**config.mk**
```make
export PLATFORM = sky130hd
export DESIGN_NAME = ipc_regs
export DESIGN_NICKNAME = d
export VERILOG_FILES = /design/src/design/ipc_pkg.sv /design/src/design/ipc_sync2.sv /design/src/design/ipc_regs.sv
export SDC_FILE = /design/constraint.sdc
export NUM_CORES = 1
export LEC_CHECK = 0
export BUFFER_PORTS_ARGS = -buffer_cell sky130_fd_sc_hd__buf_4
export CAP_MARGIN = 20
export CORE_ASPECT_RATIO = 0.75
export CORE_MARGIN = 5
export CORE_UTILIZATION = 45
export CTS_CLUSTER_DIAMETER = 40
export CTS_CLUSTER_SIZE = 20
export DETAILED_ROUTE_END_ITERATION = 7
export GPL_TIMING_DRIVEN = 1
export HOLD_SLACK_MARGIN = 0.12
export PLACE_DENSITY = 0.68
export SLEW_MARGIN = 20
export SYNTH_ARGS = -nofsm -noshare
export SYNTH_HDL_FRONTEND = slang
export SYNTH_SLANG_ARGS = --single-unit
```
**constraint.sdc**
```tcl
create_clock -name ref_clk_in -period 4.2 [get_ports ref_clk_in]
set_input_delay 0 -clock ref_clk_in [delete_from_list [all_inputs] [get_ports ref_clk_in]]
set_output_delay 0 -clock ref_clk_in [all_outputs]
set_load 0.01 [all_outputs]
```
**src/design/ipc_pkg.sv**
```systemverilog
// Purpose: Constants for the interrupt and power control register bank
// Assumes: Indexed 8-bit register access, one system clock
// Notes: Offsets are register indices behind the index/data port
package ipc_pkg;
    localparam logic [7:0] IDX_IRQ_EN_MASK = 8'h19;
    localparam logic [7:0] IDX_IRQ_STATUS = 8'h1A;
    localparam logic [7:0] IDX_USR_STATUS = 8'h1C;
    localparam logic [7:0] IDX_USR_EN_MASK = 8'h1F;
    localparam logic [7:0] IDX_PWR_PIN = 8'h20;
    localparam logic [7:0] IDX_BLK_DIS = 8'h21;
    localparam logic [7:0] IDX_PANEL_SEL = 8'h22;
    localparam logic [7:0] RST_IRQ_EN_MASK = 8'h00;
    localparam logic [7:0] RST_PWR_PIN = 8'h04;
    localparam logic [7:0] RST_BLK_DIS = 8'h00;
    localparam logic [7:0] RST_PANEL_SEL = 8'h00;
    localparam logic [7:0] RST_USR_EN_MASK = 8'h00;
    localparam logic [7:0] MASK_IRQ_EN_MASK = 8'h77;
    localparam logic [7:0] MASK_PANEL_SEL = 8'h3F;
    // Interrupt enable/mask field positions
    localparam int B_EN_BM = 6;
    localparam int B_EN_VP = 5;
    localparam int B_EN_DE = 4;
    localparam int B_MK_BM = 2;
    localparam int B_MK_VP = 1;
    localparam int B_MK_DE = 0;
    // Status positions
    localparam int B_ST_LEG = 4;
    localparam int B_ST_BM = 2;
    localparam int B_ST_VP = 1;
    localparam int B_ST_DE = 0;
    // User pin fields
    localparam int USR_N = 4;
    localparam int B_USR_HW = 4;
    // Power pin control fields
    localparam int B_LP_MODE = 7;
    localparam int B_REFRESH = 6;
    localparam int B_DIV_HI = 5;
    localparam int B_DIV_LO = 4;
    localparam int B_LINK_TRI = 3;
    localparam int B_VID_TRI = 2;
    localparam int B_PNL_TRI = 1;
    localparam int B_MEM_TRI = 0;
    // Block disable fields
    localparam int B_DAC = 7;
    localparam int B_PLL = 6;
    localparam int B_LCDW = 5;
    localparam int B_LCDR = 4;
    localparam int B_PAL = 3;
    localparam int B_VIP = 2;
    localparam int B_DRAW = 1;
    localparam int B_VPROC = 0;
    // Panel select fields
    localparam int B_SYNC_HI = 5;
    localparam int B_SYNC_LO = 4;
    localparam int B_PNL_EN = 3;
    localparam int B_BIAS_EN = 2;
    // Sequencer pin value positions
    localparam int B_SEQ_PNL = 0;
    localparam int B_SEQ_BIAS = 1;
    // Pin synchroniser reset: no power-down request, strap taken as low
    localparam logic [1:0] RST_PIN_SYNC = 2'h2;
    // Clock divide codes
    localparam logic [1:0] DIV_NONE = 2'h0;
    localparam logic [1:0] DIV_4 = 2'h1;
    localparam logic [1:0] DIV_8 = 2'h2;
    localparam logic [1:0] DIV_16 = 2'h3;
    localparam logic [4:0] RATIO_1 = 5'h01;
    localparam logic [4:0] RATIO_4 = 5'h04;
    localparam logic [4:0] RATIO_8 = 5'h08;
    localparam logic [4:0] RATIO_16 = 5'h10;
    // Power states
    typedef enum logic [2:0] {
        IPC_RUN = 3'h1,
        IPC_STANDBY = 3'h2,
        IPC_SLEEP = 3'h4
    } ipc_pwr_e;
endpackage : ipc_pkg

```
**src/design/ipc_sync2.sv**
```systemverilog
// Purpose: Two-flop synchroniser for a bus of pin levels
// Assumes: Inputs are asynchronous levels
// Notes: First stage feeds only the second stage
`timescale 1ns/10ps
`default_nettype none
module ipc_sync2 #(
    parameter int W = 1,
    parameter logic [W-1:0] RST_VAL = '0
) (
    input wire logic clk_in,
    input wire logic rst_n_in,
    input wire logic [W-1:0] d_in,
    output logic [W-1:0] q_out
);
    logic [W-1:0] meta_ff;
    logic [W-1:0] sync_ff;

    // Two stages to settle metastability
    always_ff @(posedge clk_in or negedge rst_n_in) begin
        if (!rst_n_in) begin
            meta_ff <= RST_VAL;
            sync_ff <= RST_VAL;
        end else begin
            meta_ff <= d_in;
            sync_ff <= meta_ff;
        end
    end

    assign q_out = sync_ff;
endmodule : ipc_sync2
`default_nettype wire

```
**src/design/ipc_regs.sv**
```systemverilog
// Purpose: Interrupt and power-down control register bank
// Assumes: Indexed 8-bit accesses with one-cycle strobes on ref_clk_in
// Notes: Gated blocks and panel sequencer live elsewhere
// Summary of operation
// - Separate enable and mask bits per source
// - Mask suppresses; enabled unmasked event interrupts
// - Status shows legacy, bus master, video, draw
// - Legacy interrupt gated by legacy block bits
// - User pin status in bits three to zero
// - User pin hardware enables high, masks low
// - Power registers run on system clock only
// - Standby or sleep, only while pin low
// - Sleep picks auto or self refresh
// - Low-power clock divide by 4/8/16, 16 in sleep only
// - Link clock tri-state only with strap high
// - Video output tri-state, auto during capture
// - Panel and memory interface tri-states
// - DAC power off and PLL stop
// - LCD write FIFO off, request withdrawn
// - LCD read FIFOs, dithering off
// - Palette off by bit or low power
// - Video input port off, request withdrawn
// - Draw engine and video processor off
// - Sync power states encoding
// - Panel and bias pins, ignored under sequencer
`timescale 1ns/10ps
`default_nettype none
module ipc_regs (
    input wire logic ref_clk_in,
    input wire logic rst_n_in,
    input wire logic [7:0] reg_index_in,
    input wire logic reg_wr_in,
    input wire logic reg_rd_in,
    input wire logic [7:0] reg_wdata_in,
    output logic [7:0] reg_rdata_out,
    input wire logic draw_engine_event_in,
    input wire logic video_port_event_in,
    input wire logic bus_master_event_in,
    input wire logic legacy_irq_in,
    input wire logic [3:0] user_pin_in,
    input wire logic power_down_request_pin_n_in,
    input wire logic external_clock_strap_in,
    input wire logic capture_enable_in,
    input wire logic panel_sequencer_en_in,
    input wire logic [7:0] panel_pin_ctl_in,
    output logic irq_out,
    output logic standby_out,
    output logic sleep_out,
    output logic self_refresh_out,
    output logic [4:0] clock_divide_out,
    output logic link_clock_oe_out,
    output logic video_out_oe_out,
    output logic video_blank_oe_out,
    output logic panel_out_oe_out,
    output logic memory_if_oe_out,
    output logic dac_power_off_out,
    output logic pll_stop_out,
    output logic lcd_write_off_out,
    output logic lcd_read_off_out,
    output logic palette_off_out,
    output logic video_input_off_out,
    output logic draw_engine_off_out,
    output logic video_processor_off_out,
    output logic hsync_stop_out,
    output logic vsync_stop_out,
    output logic panel_enable_pin_out,
    output logic panel_bias_enable_pin_out
);
    logic [1:0] rst_sync_ff;
    logic rst_n;
    logic [3:0] usr_sync;
    logic [1:0] pin_sync;
    logic power_down_request_pin_n;
    logic strap;
    logic [7:0] irq_en_mask_ff;
    logic [7:0] usr_en_mask_ff;
    logic [7:0] pwr_pin_ff;
    logic [7:0] blk_dis_ff;
    logic [7:0] panel_sel_ff;
    logic [2:0] src_stat_ff;
    logic [3:0] usr_stat_ff;
    logic [7:0] irq_status;
    logic [7:0] usr_status;
    ipc_pkg::ipc_pwr_e pwr_ff;
    ipc_pkg::ipc_pwr_e nxt_pwr;
    logic [2:0] src_evt;
    logic [2:0] src_en;
    logic [2:0] src_mk;
    logic [4:0] nxt_div;
    logic [7:0] nxt_rdata;

    // Reset release through two flops so deassertion is clean
    always_ff @(posedge ref_clk_in or negedge rst_n_in) begin
        if (!rst_n_in) begin
            rst_sync_ff <= 2'h0;
        end else begin
            rst_sync_ff <= {rst_sync_ff[0], 1'b1};
        end
    end
    assign rst_n = rst_sync_ff[1];

    // Pins come from outside the clock domain
    ipc_sync2 #(.W(4)) u_usr_sync (
        .clk_in(ref_clk_in),
        .rst_n_in(rst_n),
        .d_in(user_pin_in),
        .q_out(usr_sync)
    );
    // Reset to the idle pin levels so no false low-power entry follows reset
    ipc_sync2 #(.W(2), .RST_VAL(ipc_pkg::RST_PIN_SYNC)) u_pin_sync (
        .clk_in(ref_clk_in),
        .rst_n_in(rst_n),
        .d_in({power_down_request_pin_n_in, external_clock_strap_in}),
        .q_out(pin_sync)
    );
    assign power_down_request_pin_n = pin_sync[1];
    assign strap = pin_sync[0];

    // Writable registers, all on the system clock so PLL-off access works
    always_ff @(posedge ref_clk_in or negedge rst_n) begin
        if (!rst_n) begin
            irq_en_mask_ff <= ipc_pkg::RST_IRQ_EN_MASK;
            usr_en_mask_ff <= ipc_pkg::RST_USR_EN_MASK;
            pwr_pin_ff <= ipc_pkg::RST_PWR_PIN;
            blk_dis_ff <= ipc_pkg::RST_BLK_DIS;
            panel_sel_ff <= ipc_pkg::RST_PANEL_SEL;
        end else if (reg_wr_in) begin
            unique case (reg_index_in)
                ipc_pkg::IDX_IRQ_EN_MASK: irq_en_mask_ff <= reg_wdata_in & ipc_pkg::MASK_IRQ_EN_MASK;
                ipc_pkg::IDX_USR_EN_MASK: usr_en_mask_ff <= reg_wdata_in;
                ipc_pkg::IDX_PWR_PIN: pwr_pin_ff <= reg_wdata_in;
                ipc_pkg::IDX_BLK_DIS: blk_dis_ff <= reg_wdata_in;
                ipc_pkg::IDX_PANEL_SEL: panel_sel_ff <= reg_wdata_in & ipc_pkg::MASK_PANEL_SEL;
                default: ;
            endcase
        end
    end

    // Per-source enable and mask bits
    assign src_evt = {bus_master_event_in, video_port_event_in, draw_engine_event_in};
    assign src_en = {irq_en_mask_ff[ipc_pkg::B_EN_BM], irq_en_mask_ff[ipc_pkg::B_EN_VP],
                     irq_en_mask_ff[ipc_pkg::B_EN_DE]};
    assign src_mk = {irq_en_mask_ff[ipc_pkg::B_MK_BM], irq_en_mask_ff[ipc_pkg::B_MK_VP],
                     irq_en_mask_ff[ipc_pkg::B_MK_DE]};

    // Sticky status; an event in a clear cycle wins. Reading clears.
    always_ff @(posedge ref_clk_in or negedge rst_n) begin
        if (!rst_n) begin
            src_stat_ff <= 3'h0;
        end else begin
            src_stat_ff <= (reg_rd_in && reg_index_in == ipc_pkg::IDX_IRQ_STATUS ? 3'h0 : src_stat_ff)
                           | (src_evt & src_en);
        end
    end

    // User pins latch when hardware-enabled
    always_ff @(posedge ref_clk_in or negedge rst_n) begin
        if (!rst_n) begin
            usr_stat_ff <= 4'h0;
        end else begin
            usr_stat_ff <= (reg_rd_in && reg_index_in == ipc_pkg::IDX_USR_STATUS ? 4'h0 : usr_stat_ff)
                           | (usr_sync & usr_en_mask_ff[ipc_pkg::B_USR_HW +: ipc_pkg::USR_N]);
        end
    end

    // Legacy interrupt is already gated in its own block
    assign irq_status = {3'h0, legacy_irq_in, 1'b0, src_stat_ff};
    assign usr_status = {4'h0, usr_stat_ff};

    // Single interrupt line: masks suppress, legacy passes as gated upstream
    assign irq_out = (|(src_stat_ff & ~src_mk)) | legacy_irq_in
                     | (|(usr_stat_ff & ~usr_en_mask_ff[ipc_pkg::USR_N-1:0]));

    // Read mux; data come from a flop
    always_comb begin
        nxt_rdata = 8'h00;
        unique case (reg_index_in)
            ipc_pkg::IDX_IRQ_EN_MASK: nxt_rdata = irq_en_mask_ff;
            ipc_pkg::IDX_IRQ_STATUS: nxt_rdata = irq_status;
            ipc_pkg::IDX_USR_STATUS: nxt_rdata = usr_status;
            ipc_pkg::IDX_USR_EN_MASK: nxt_rdata = usr_en_mask_ff;
            ipc_pkg::IDX_PWR_PIN: nxt_rdata = pwr_pin_ff;
            ipc_pkg::IDX_BLK_DIS: nxt_rdata = blk_dis_ff;
            ipc_pkg::IDX_PANEL_SEL: nxt_rdata = panel_sel_ff;
            default: nxt_rdata = 8'h00;
        endcase
    end

    always_ff @(posedge ref_clk_in or negedge rst_n) begin
        if (!rst_n) begin
            reg_rdata_out <= 8'h00;
        end else if (reg_rd_in) begin
            reg_rdata_out <= nxt_rdata;
        end
    end

    // Low-power state follows the pin; mode bit picks which
    always_comb begin
        nxt_pwr = ipc_pkg::IPC_RUN;
        if (!power_down_request_pin_n) begin
            nxt_pwr = pwr_pin_ff[ipc_pkg::B_LP_MODE] ? ipc_pkg::IPC_SLEEP : ipc_pkg::IPC_STANDBY;
        end
    end

    always_ff @(posedge ref_clk_in or negedge rst_n) begin
        if (!rst_n) begin
            pwr_ff <= ipc_pkg::IPC_RUN;
        end else begin
            pwr_ff <= nxt_pwr;
        end
    end

    // Divider ratio; divide-by-16 is refused in standby and falls back to none
    always_comb begin
        nxt_div = ipc_pkg::RATIO_1;
        unique case (pwr_pin_ff[ipc_pkg::B_DIV_HI:ipc_pkg::B_DIV_LO])
            ipc_pkg::DIV_NONE: nxt_div = ipc_pkg::RATIO_1;
            ipc_pkg::DIV_4: nxt_div = ipc_pkg::RATIO_4;
            ipc_pkg::DIV_8: nxt_div = ipc_pkg::RATIO_8;
            ipc_pkg::DIV_16: nxt_div = (pwr_ff == ipc_pkg::IPC_SLEEP) ? ipc_pkg::RATIO_16 : ipc_pkg::RATIO_1;
        endcase
        if (pwr_ff == ipc_pkg::IPC_RUN) begin
            nxt_div = ipc_pkg::RATIO_1;
        end
    end

    // Registered power and gating outputs
    always_ff @(posedge ref_clk_in or negedge rst_n) begin
        if (!rst_n) begin
            standby_out <= 1'b0;
            sleep_out <= 1'b0;
            self_refresh_out <= 1'b0;
            clock_divide_out <= ipc_pkg::RATIO_1;
            palette_off_out <= 1'b0;
        end else begin
            standby_out <= (pwr_ff == ipc_pkg::IPC_STANDBY);
            sleep_out <= (pwr_ff == ipc_pkg::IPC_SLEEP);
            self_refresh_out <= (pwr_ff == ipc_pkg::IPC_SLEEP) && pwr_pin_ff[ipc_pkg::B_REFRESH];
            clock_divide_out <= nxt_div;
            palette_off_out <= blk_dis_ff[ipc_pkg::B_PAL] || (pwr_ff != ipc_pkg::IPC_RUN);
        end
    end

    // Pin enables; strap low makes the shared pin an input
    always_ff @(posedge ref_clk_in or negedge rst_n) begin
        if (!rst_n) begin
            link_clock_oe_out <= 1'b0;
            video_out_oe_out <= 1'b0;
            video_blank_oe_out <= 1'b0;
            panel_out_oe_out <= 1'b0;
            memory_if_oe_out <= 1'b0;
        end else begin
            link_clock_oe_out <= strap && !pwr_pin_ff[ipc_pkg::B_LINK_TRI];
            video_out_oe_out <= !pwr_pin_ff[ipc_pkg::B_VID_TRI] && !capture_enable_in;
            video_blank_oe_out <= !pwr_pin_ff[ipc_pkg::B_VID_TRI];
            panel_out_oe_out <= !pwr_pin_ff[ipc_pkg::B_PNL_TRI];
            memory_if_oe_out <= !pwr_pin_ff[ipc_pkg::B_MEM_TRI];
        end
    end

    // Block disables straight from the register
    assign dac_power_off_out = blk_dis_ff[ipc_pkg::B_DAC];
    assign pll_stop_out = blk_dis_ff[ipc_pkg::B_PLL];
    assign lcd_write_off_out = blk_dis_ff[ipc_pkg::B_LCDW];
    assign lcd_read_off_out = blk_dis_ff[ipc_pkg::B_LCDR];
    assign video_input_off_out = blk_dis_ff[ipc_pkg::B_VIP];
    assign draw_engine_off_out = blk_dis_ff[ipc_pkg::B_DRAW];
    assign video_processor_off_out = blk_dis_ff[ipc_pkg::B_VPROC];

    // Sync states: high bit stops vertical, low bit stops horizontal
    assign vsync_stop_out = panel_sel_ff[ipc_pkg::B_SYNC_HI];
    assign hsync_stop_out = panel_sel_ff[ipc_pkg::B_SYNC_LO];

    // Sequencer owns the panel pins when enabled
    assign panel_enable_pin_out = panel_sequencer_en_in ? panel_pin_ctl_in[ipc_pkg::B_SEQ_PNL]
                                  : panel_sel_ff[ipc_pkg::B_PNL_EN];
    assign panel_bias_enable_pin_out = panel_sequencer_en_in ? panel_pin_ctl_in[ipc_pkg::B_SEQ_BIAS]
                                       : panel_sel_ff[ipc_pkg::B_BIAS_EN];
endmodule : ipc_regs
`default_nettype wire

```
* Word level (Yosys, flattened, before mapping)
Cells that the tools add are included.
** Word-level totals
- Input bits :: 40
- Flip-flop bits (word level) :: 82
- Output and inout port bits :: 34
- Logic and storage cells :: 77
** Cells by class
- Mux-type cells :: 10
- Equality and inequality tests :: 14
- Reduce and logical (&&, ||, !) cells :: 19
- Bitwise operators :: 10
** Operators by type and width (count)
- one-hot mux 8 bit (7 select lines) :: 1
- equality test 8 x 5 -> 1 bit (second input constant) :: 4
- equality test 8 x 6 -> 1 bit (second input constant) :: 3
- one-hot mux 5 bit (4 select lines) :: 1
- 2-to-1 mux 5 bit :: 2
- AND reduction 2 bit :: 5
- 2-to-1 mux 3 bit :: 3
- AND 4 bit :: 2
- AND 3 bit :: 2
- logical AND 1 bit :: 5
- logical NOT 1 bit :: 5
- equality test 2 bit (second input constant) :: 2
- 2-to-1 mux 4 bit :: 1
- inverter 4 bit :: 1
- bitwise OR 4 bit :: 1
- OR reduction 4 bit :: 1
- equality test 3 x 1 -> 1 bit (second input constant) :: 1
- equality test 3 x 2 -> 1 bit (second input constant) :: 1
- equality test 3 bit (second input constant) :: 1
- inequality test 3 x 1 -> 1 bit (second input constant) :: 1
- inverter 3 bit :: 1
- bitwise OR 3 bit :: 1
- OR reduction 3 bit :: 1
- equality test 2 x 1 -> 1 bit (second input constant) :: 1
- other kinds (4) :: 6

* Logic depth before layout (Yosys ltp)
Gate-level depths: netlist (run 1).
- Word-level depth :: 5
- Depth in mapped cells :: 7
- Mapped depth without buffers :: 5

* Hierarchy
Synthesis (run 1) repeated with hierarchy kept, for this count alone.
** Second synthesis, totals
- Cells, all modules :: 271
- Area total of the unflattened synthesis :: 3465.8 sq um
** Modules (own cells, without submodules)
- ipc_regs :: cells an instance 259, area an instance 3163.0 sq um, seq. area each 1730.4 sq um, times used 1
- ipc_sync2 at u_usr_sync :: cells an instance 8, area an instance 200.2 sq um, seq. area each 200.2 sq um, times used 1
- ipc_sync2 at u_pin_sync :: cells an instance 4, area an instance 102.6 sq um, seq. area each 102.6 sq um, times used 1

* Least setup slack after synthesis (run 1)
Ideal clock, no wire load.
- Path type :: in2reg
- From :: input port reg_index_in[7]
- To :: register usr_en_mask_ff[0]
- Path slack :: 2875 ps
- Path buffers :: 1
- Required time :: 4073 ps
- Stages on the path :: 5
- Data arrival time :: 1198 ps
- Cells stage by stage :: or3b_4 > nor2_4 > and4_1 > buf_6 > mux2_1
** Between the ends
- Cells in the longest elaborated chain, start to end :: 2
** RTL lines
- start: declaration :: RTL line ipc_regs.sv:31 : input wire logic [7:0] reg_index_in,
- equality test 8 x 5 -> 1 bit :: RTL line ipc_regs.sv:128 : unique case (reg_index_in)
- AND reduction 2 bit (no source line)
- end signal: assignment :: RTL line ipc_regs.sv:123 : usr_en_mask_ff <= ipc_pkg::RST_USR_EN_MASK;
- end signal: assignment :: RTL line ipc_regs.sv:130 : ipc_pkg::IDX_USR_EN_MASK: usr_en_mask_ff <= reg_wdata_in;
- end: declaration :: RTL line ipc_regs.sv:76 : logic [7:0] usr_en_mask_ff;
Every way passes these cells.
A chain may end at the register's enable or synchronous reset.

* Worst setup path in the final report (run 1)
- From :: input port reg_index_in[2]
- To :: register pwr_pin_ff[6]
** Between the ends
- Cells in the longest elaborated chain, start to end :: 2
** RTL lines
- equality test 8 x 6 -> 1 bit :: RTL line ipc_regs.sv:128
- AND reduction 2 bit (no source line)
- end signal: assignment :: RTL line ipc_regs.sv:124 : pwr_pin_ff <= ipc_pkg::RST_PWR_PIN;
- end signal: assignment :: RTL line ipc_regs.sv:131 : ipc_pkg::IDX_PWR_PIN: pwr_pin_ff <= reg_wdata_in;
- end: declaration :: RTL line ipc_regs.sv:77 : logic [7:0] pwr_pin_ff;
Every way passes these cells.

==> results of run 1 <==
routing by layer:
metal	up-vias	part of all wire (%)	routed length [µm]	track usage (%)
li1	1167	-	-	-
met1	1206	49	4087	26.97
met2	89	42	3502	26.43
met3	12	7.5	626	6.559
met4	0	1.6	131	5.705
met5	-	0	0	0
where the power goes:
group	internal (mW)	switching [mW]
clock network	0.350	0.279
logic	0.119	0.0844
registers	0.837	0.0510
critical path: cells and delay by family:
kind | cells | cell delay, ns
multiplexers | 1 | 0.36
AND/OR/NAND/NOR | 3 | 0.98
buffers and inverters | 2 | 0.72
state kept, by name (all words and copies together), names as in the netlist, 3 cells and up:
| name | count |
|---|---|
| clock_divide_out | 4 |
| reg_rdata_out | 8 |
| irq_en_mask_ff | 6 |
| blk_dis_ff | 8 |
| usr_stat_ff | 4 |
| pwr_pin_ff | 8 |
| u_usr_sync.meta_ff | 4 |
| usr_en_mask_ff | 8 |
| panel_sel_ff | 6 |
| src_stat_ff | 3 |
| pwr_ff | 3 |
| u_usr_sync.q_out | 4 |
kinds of logic after synthesis:
kind of cell    synth area share, %
compound gates                9.121
xor+xnor                     0.5109
buf+inv                       3.137
flops                         59.28
mux                           13.61
other cells                  0.2190
simple gates                  14.12
placed cells by master, fill, tap and decap left out, drive strengths merged, types with 4 or more instances in the layout:
master,n
nor2b,6
a22o,7
o22ai,9
mux2i,5
nand2b,4
nand3,8
buf,67
dfstp,5
inv,16
dlygate4sd3,27
dfrtp,76
o21ai,5
a21oi,6
nand3b,4
clkbuf,11
mux2,37
a22oi,5
nand2,18
nor3b,4
nor2,17
per-stage QoR:
step | hold WS (ns) | power (mW) | utilization [%] | worst slack (ns)
5_1_grt | 0.1772 | 1.799 | 61.17 | 2.298
3_3_place_gp | -0.2173 | 1.067 | 54.17 | 2.381
3_5_place_dp | -0.2166 | 1.068 | 54.17 | 2.337
6_report | 0.1904 | 1.721 | 61.17 | 2.377
4_1_cts | 0.1678 | 1.730 | 60.80 | 2.402
2_1_floorplan | -0.2956 | 0.9842 | - | 1.786
layout make-up:
type	instances	area, µm²	area share (%)
Timing Repair Buffer	94	793.3	17.53
Sequential cell	81	2037	45.01
Multi-Input combinational cell	169	1289	28.48
Tap cell	101	126.4	2.792
Inverter	16	60.06	1.327
Clock buffer	11	141.4	3.124
Clock inverter	5	78.83	1.742
timing repair:
action / in CTS / in global routing
hold endpoints to repair: 56 / 0
hold buffers: 27 / 0
endpoints found under the setup margin: 0 / 0
path summary, 6_finish.rpt:
check                                 endpoint  slack [ns]  cells after the start
min in group asynchronous    link_clock_oe_out        0.24                      0
max in group asynchronous  clock_divide_out[0]        3.33                      1
min reg2reg                  link_clock_oe_out        0.24                      0
max reg2reg                   reg_rdata_out[2]        2.68                      4
max                              pwr_pin_ff[6]        2.38                      6
min                             usr_stat_ff[1]        0.19                      4
==> reports/metrics.json, run 1 <==
{
  "postSynth.asyncResetShare_pct": 100.0,
  "num_cts_buffers": 9,
  "ctsLongestPathBuffers": 2,
  "drive_gt1_share_pct": 34.31,
  "finalSetupViolations": 0,
  "rsz0062_at_grt": "no",
  "synth_top_area_share_pct": 55.45,
  "hold_path.startpoint": "reg_index_in[2]",
  "finalInstanceArea_um2": 4526,
  "status": "completed",
  "grt_use_total_pct": 18.66,
  "max_freq_mhz": 548.6,
  "yosysUniqueCellTypes": 51,
  "fin_worst_skew_ns": 0.01017,
  "numClockSinks": 81,
  "vias": 2474,
  "max_stage_delay_ns": 0.55,
  "number_of_enable_type_register_cells_in_the_synthesized_netlist": 0,
  "antenna-diode-count": 0,
  "worst-slew-pin-transition_ns": 0.6040,
  "min_period_over_period_pct": 43.40,
  "tritoncts": "done",
  "core_area_um2": 7398,
  "die_height_um": 85.61,
  "most_used_flip_flop_cell_after_synthesis": "dfrtp_1",
  "yosysWarningCount": 0,
  "crit_chain": "buf_4, nor4b_4, and2b_1, nand3_4, mux2_1, dlygate4sd3_1",
  "dp.final_hpwl_um": 5826,
  "globalplace.congestion": 0.8578,
  "fill_cells": 610,
  "detail_route.vias_per_cell": 5.187,
  "initial_antenna_violation_count": 0,
  "grt_max_degree": 80,
  "top_area_cells_in_the_synthesized_netlist": "dfrtp_1, mux2_2, dfstp_2",
  "portion_of_the_post_synthesis_area_used_by_sequential_elements_pct": 59.28,
  "power-per-cell-area_nw_per_um2": 380.3,
  "grt_pass1_wl_um": 13660,
  "yosys.area.top_type": "dfrtp_1",
  "cpMaxStageDelayCell": "dlygate4sd3_1",
  "timing.critical_path.to_type": "flip-flop",
  "core.rowCount": 27,
  "cap_viol_max_count": 0,
  "synthToLayoutAreaGrowth_pct": 31.96,
  "min-delay-path-class": "in -> reg",
  "final.min_clock_period_ns": 1.823,
  "cts-resized-gates": 0,
  "crit_path_max_fanout": 14,
  "critical_path.reg2reg.startpoint": "usr_stat_ff[2]",
  "yosys.cell_count.top_type": "dfrtp_1",
  "avgRoutedWirePerCell_um": 17.50,
  "remaining_max_slew_budget_at_the_tightest_pin_pct": 58.69,
  "remaining_drc_errors": 0,
  "floorplan.initialDensity_pct": 46.36,
  "first_global_vias": 2582,
  "mappedNetlistArea_um2": 3430,
  "critical_path.startpoint_type": "primary input",
  "clock_latency_ns": 0.36,
  "data_arrival_time_of_the_critical_path_ns": 2.06,
  "htree_num_levels": 3,
  "cts_setup_buffers": 0,
  "fin_tns_setup_ns": 0,
  "die_x_um": 110.8,
  "cts.reportedPaths.clkPinSlew_ns": 0.08,
  "syn_avg_cell_area_um2": 12.52,
  "netlist_instances": 274,
  "die_area_um2": 9485,
  "globalRouteOverflowTotal": 0,
  "critical_path_class": "in -> reg",
  "timing.critical_path.from": "reg_index_in[2]",
  "nNetsFinal": 411,
  "ir_worst_vdd_uv": 245.7,
  "postPlaceCellArea_um2": 4008,
  "mappedNetlistNets": 314,
  "detailedRoute.firstIterationViolations": 115,
  "drt_wl_total_um": 8346,
  "cts.root.buffer_cell": "clkbuf_8",
  "static-leakage-power_nw": 2.121,
  "ios": 74,
  "placed_cells_incl_taps": 433,
  "antenna_left": 0,
  "placement.io_buffers": 66,
  "finalHoldViolCount": 0,
  "firstDrtPassIters": 4,
  "max_slew_violation_total_from_the_final_report": 0,
  "timing.critical_path.required_ns": 4.44,
  "commonest_cells_in_the_synthesized_netlist": "dfrtp_1, mux2_2, nand2_1, inv_1, nor2_1",
  "synth-seq-cells": 81,
  "finalNonFillerCells": 477
}
Note: power is estimated with default switching activity, not from simulation.
==> run 2, diff against run 1 <==
--- a/config.mk
+++ b/config.mk
@@ -5,6 +5,7 @@
 export SDC_FILE = /design/constraint.sdc
 export NUM_CORES = 1
 export LEC_CHECK = 0
+export ABC_AREA = 1
 export BUFFER_PORTS_ARGS = -buffer_cell sky130_fd_sc_hd__buf_4
 export CAP_MARGIN = 20
 export CORE_ASPECT_RATIO = 0.75
@@ -15,7 +16,7 @@
 export DETAILED_ROUTE_END_ITERATION = 7
 export GPL_TIMING_DRIVEN = 1
 export HOLD_SLACK_MARGIN = 0.12
-export PLACE_DENSITY = 0.68
+export PLACE_DENSITY = 0.7
 export SLEW_MARGIN = 20
 export SYNTH_ARGS = -nofsm -noshare
 export SYNTH_HDL_FRONTEND = slang
==> constraint.sdc (replaced) <==
create_clock -name ref_clk_in -period 1.5 [get_ports ref_clk_in]
set_input_delay 0 -clock ref_clk_in [delete_from_list [all_inputs] [get_ports ref_clk_in]]
set_output_delay 0 -clock ref_clk_in [all_outputs]
set_load 0.01 [all_outputs]
==> reports/metrics.json, run 2 <==
{
  "status": "completed",
  "htree_num_levels": 3,
  "cap_viol_max_count": 0,
  "crit_path_max_fanout": 2,
  "firstDrtPassIters": 5,
  "timing.critical_path.required_ns": 1.50,
  "yosysWarningCount": 0,
  "max_slew_violation_total_from_the_final_report": 0,
  "initial_antenna_violation_count": 0,
  "synth-seq-cells": 81,
  "grt_use_total_pct": 19.14,
  "globalRouteOverflowTotal": 0,
  "number_of_enable_type_register_cells_in_the_synthesized_netlist": 0,
  "synthToLayoutAreaGrowth_pct": 28.75,
  "slack_of_the_critical_path_ns": 0.1187,
  "tritoncts": "done",
  "numClockSinks": 81,
  "detailedRoute.firstIterationViolations": 213,
  "syn_avg_cell_area_um2": 9.005,
  "core.rowCount": 27,
  "vias": 2972,
  "rsz0062_at_grt": "no",
  "mappedNetlistNets": 430,
  "core_area_um2": 7466,
  "first_global_vias": 2876,
  "most_used_flip_flop_cell_after_synthesis": "dfrtp_1",
  "nNetsFinal": 524,
  "pre_cts_slack_ns": 0.2617,
  "max_freq_mhz": 723.9,
  "portion_of_the_post_synthesis_area_used_by_sequential_elements_pct": 57.89,
  "num_cts_buffers": 9,
  "synth_top_area_share_pct": 54.15,
  "final_cell_mix": "nand2_1, dfrtp_1, buf_4",
  "cts.root.buffer_cell": "clkbuf_8",
  "yosysUniqueCellTypes": 27,
  "critical_path.startpoint_type": "flip-flop",
  "min-delay-path-class": "in -> reg",
  "grt_pass1_wl_um": 14370,
  "final_common_cell": "nand2_1",
  "yosys.area.top_type": "dfrtp_1",
  "ctsLongestPathBuffers": 2,
  "avgRoutedWirePerCell_um": 14.96,
  "commonest_cells_in_the_synthesized_netlist": "nand2_1, dfrtp_1, o21ai_0, nand3_1, inv_1",
  "cts.reportedPaths.clkPinSlew_ns": 0.08,
  "fin_tns_setup_ns": 0,
  "ir_worst_vdd_uv": 685.1,
  "ios": 74,
  "critical_path_class": "reg -> out",
  "floorplan.initialDensity_pct": 47.04,
  "placed_cells_incl_taps": 553,
  "remaining_drc_errors": 0,
  "power-per-cell-area_nw_per_um2": 977.1,
  "die_height_um": 86.51,
  "top_area_cells_in_the_synthesized_netlist": "dfrtp_1, nand2_1, o21ai_0",
  "mappedNetlistArea_um2": 3512,
  "fin_worst_skew_ns": 0.006571,
  "clock_latency_ns": 0.36,
  "grt_max_degree": 80,
  "postSynth.asyncResetShare_pct": 100.0,
  "globalplace.congestion": 0.8988,
  "data_arrival_time_of_the_critical_path_ns": 1.38,
  "finalSetupViolations": 0,
  "netlist_instances": 390,
  "min_period_over_period_pct": 92.09,
  "placement.io_buffers": 66,
  "static-leakage-power_nw": 2.394,
  "drt_wl_total_um": 8825,
  "antenna_left": 0,
  "dp.final_hpwl_um": 6287,
  "holdWs_ns": 0.1474,
  "die_area_um2": 9690,
  "drive_gt1_share_pct": 23.31,
  "detail_route.vias_per_cell": 5.037,
  "finalNonFillerCells": 590,
  "yosys.cell_count.top_type": "nand2_1",
  "antenna-diode-count": 0,
  "final.min_clock_period_ns": 1.381,
  "finalHoldViolCount": 0,
  "timing.critical_path.to_type": "output pin",
  "die_x_um": 112.0
}
## run 2: cell types whose count changed in the layout (fill, tap and decap cells not counted), sizes merged, moves of 6 or more
cell	delta
o21ai	+49
nor2b	-6
nor2	+14
nand2	+104
mux2	-37
inv	+24
o22ai	-8
dlygate4sd3	-6
buf	+6
nand3	+32
a22o	-7
## run 2: area by class of cell
type,instances,area (µm²)
fill,657,2944
sequential,81,2037
multi-input combinational,258,1244
timing repair buffer,94,770.7
clock buffer,15,186.4
inverter,40,150.1
tap,101,126.4
clock inverter,1,7.507
## run 2: path summary, 6_finish.rpt
path	from	endpoint	slack, ns	depth (start not counted)
setup / recovery	src_stat_ff[1]	irq_out	0.12	5
hold / removal	legacy_irq_in	reg_rdata_out[4]	0.15	7
setup reg to reg	panel_sel_ff[5]	reg_rdata_out[5]	0.34	4
hold reg to reg	rst_sync_ff[1]	u_pin_sync.q_out[0]	0.34	1
max in group asynchronous	rst_sync_ff[1]	pwr_pin_ff[2]	0.79	1
min in group asynchronous	rst_sync_ff[1]	u_pin_sync.q_out[0]	0.34	1
## run 2: cells by family after synthesis
| kind of cell | after synthesis | synth area share [%] |
|---|---|---|
| AO/OA/AOI/OAI | 60 | 9.049 |
| buffers and inverters | 51 | 6.875 |
| flip-flops | 81 | 57.89 |
| other | 2 | 0.2138 |
| AND/OR/NAND/NOR | 196 | 25.97 |
## run 2: routing by layer
metal  global-route usage (%)  vias to the layer above  wire [µm]
met5                        0                        -          0
met4                    6.441                        0        115
met3                    6.420                       12        704
met2                    28.45                      115       3897
met1                    26.55                     1415       4108
li1                         -                     1430          -
## run 2: metrics by stage
| step | cell area (µm²) | total power, mW | utilization, % |
|---|---|---|---|
| after global routing | 4522 | 4.625 | 60.57 |
| after detailed placement | 4111 | 2.885 | 55.07 |
| after CTS | 4516 | 4.450 | 60.48 |
| after global placement | 4111 | 2.870 | 55.07 |
| after floorplan | 3513 | 2.646 | - |
| final | 4522 | 4.418 | 60.57 |
## run 2: repair_timing
action                                  CTS  global route
gates resized for setup                   0             1
endpoints found under the setup margin    0             1
endpoints found under the hold margin    56             0
buffers inserted                          0             0
hold buffers                             21             0
## run 2: power breakdown
| group | total, mW | switching [mW] | internal, mW | leakage, nW |
|---|---|---|---|---|
| logic | 0.496 | 0.279 | 0.217 | 1.34 |
| registers | 2.40 | 0.0775 | 2.32 | 0.957 |
| clock network | 1.52 | 0.739 | 0.784 | 0.0960 |
## run 2: worst max-delay path: stages, from the launching register on
cell      delay [ns]
dfrtp_1         0.39
inv_1           0.07
o22ai_1         0.08
a221oi_2        0.22
nand2_1         0.10
buf_4           0.15
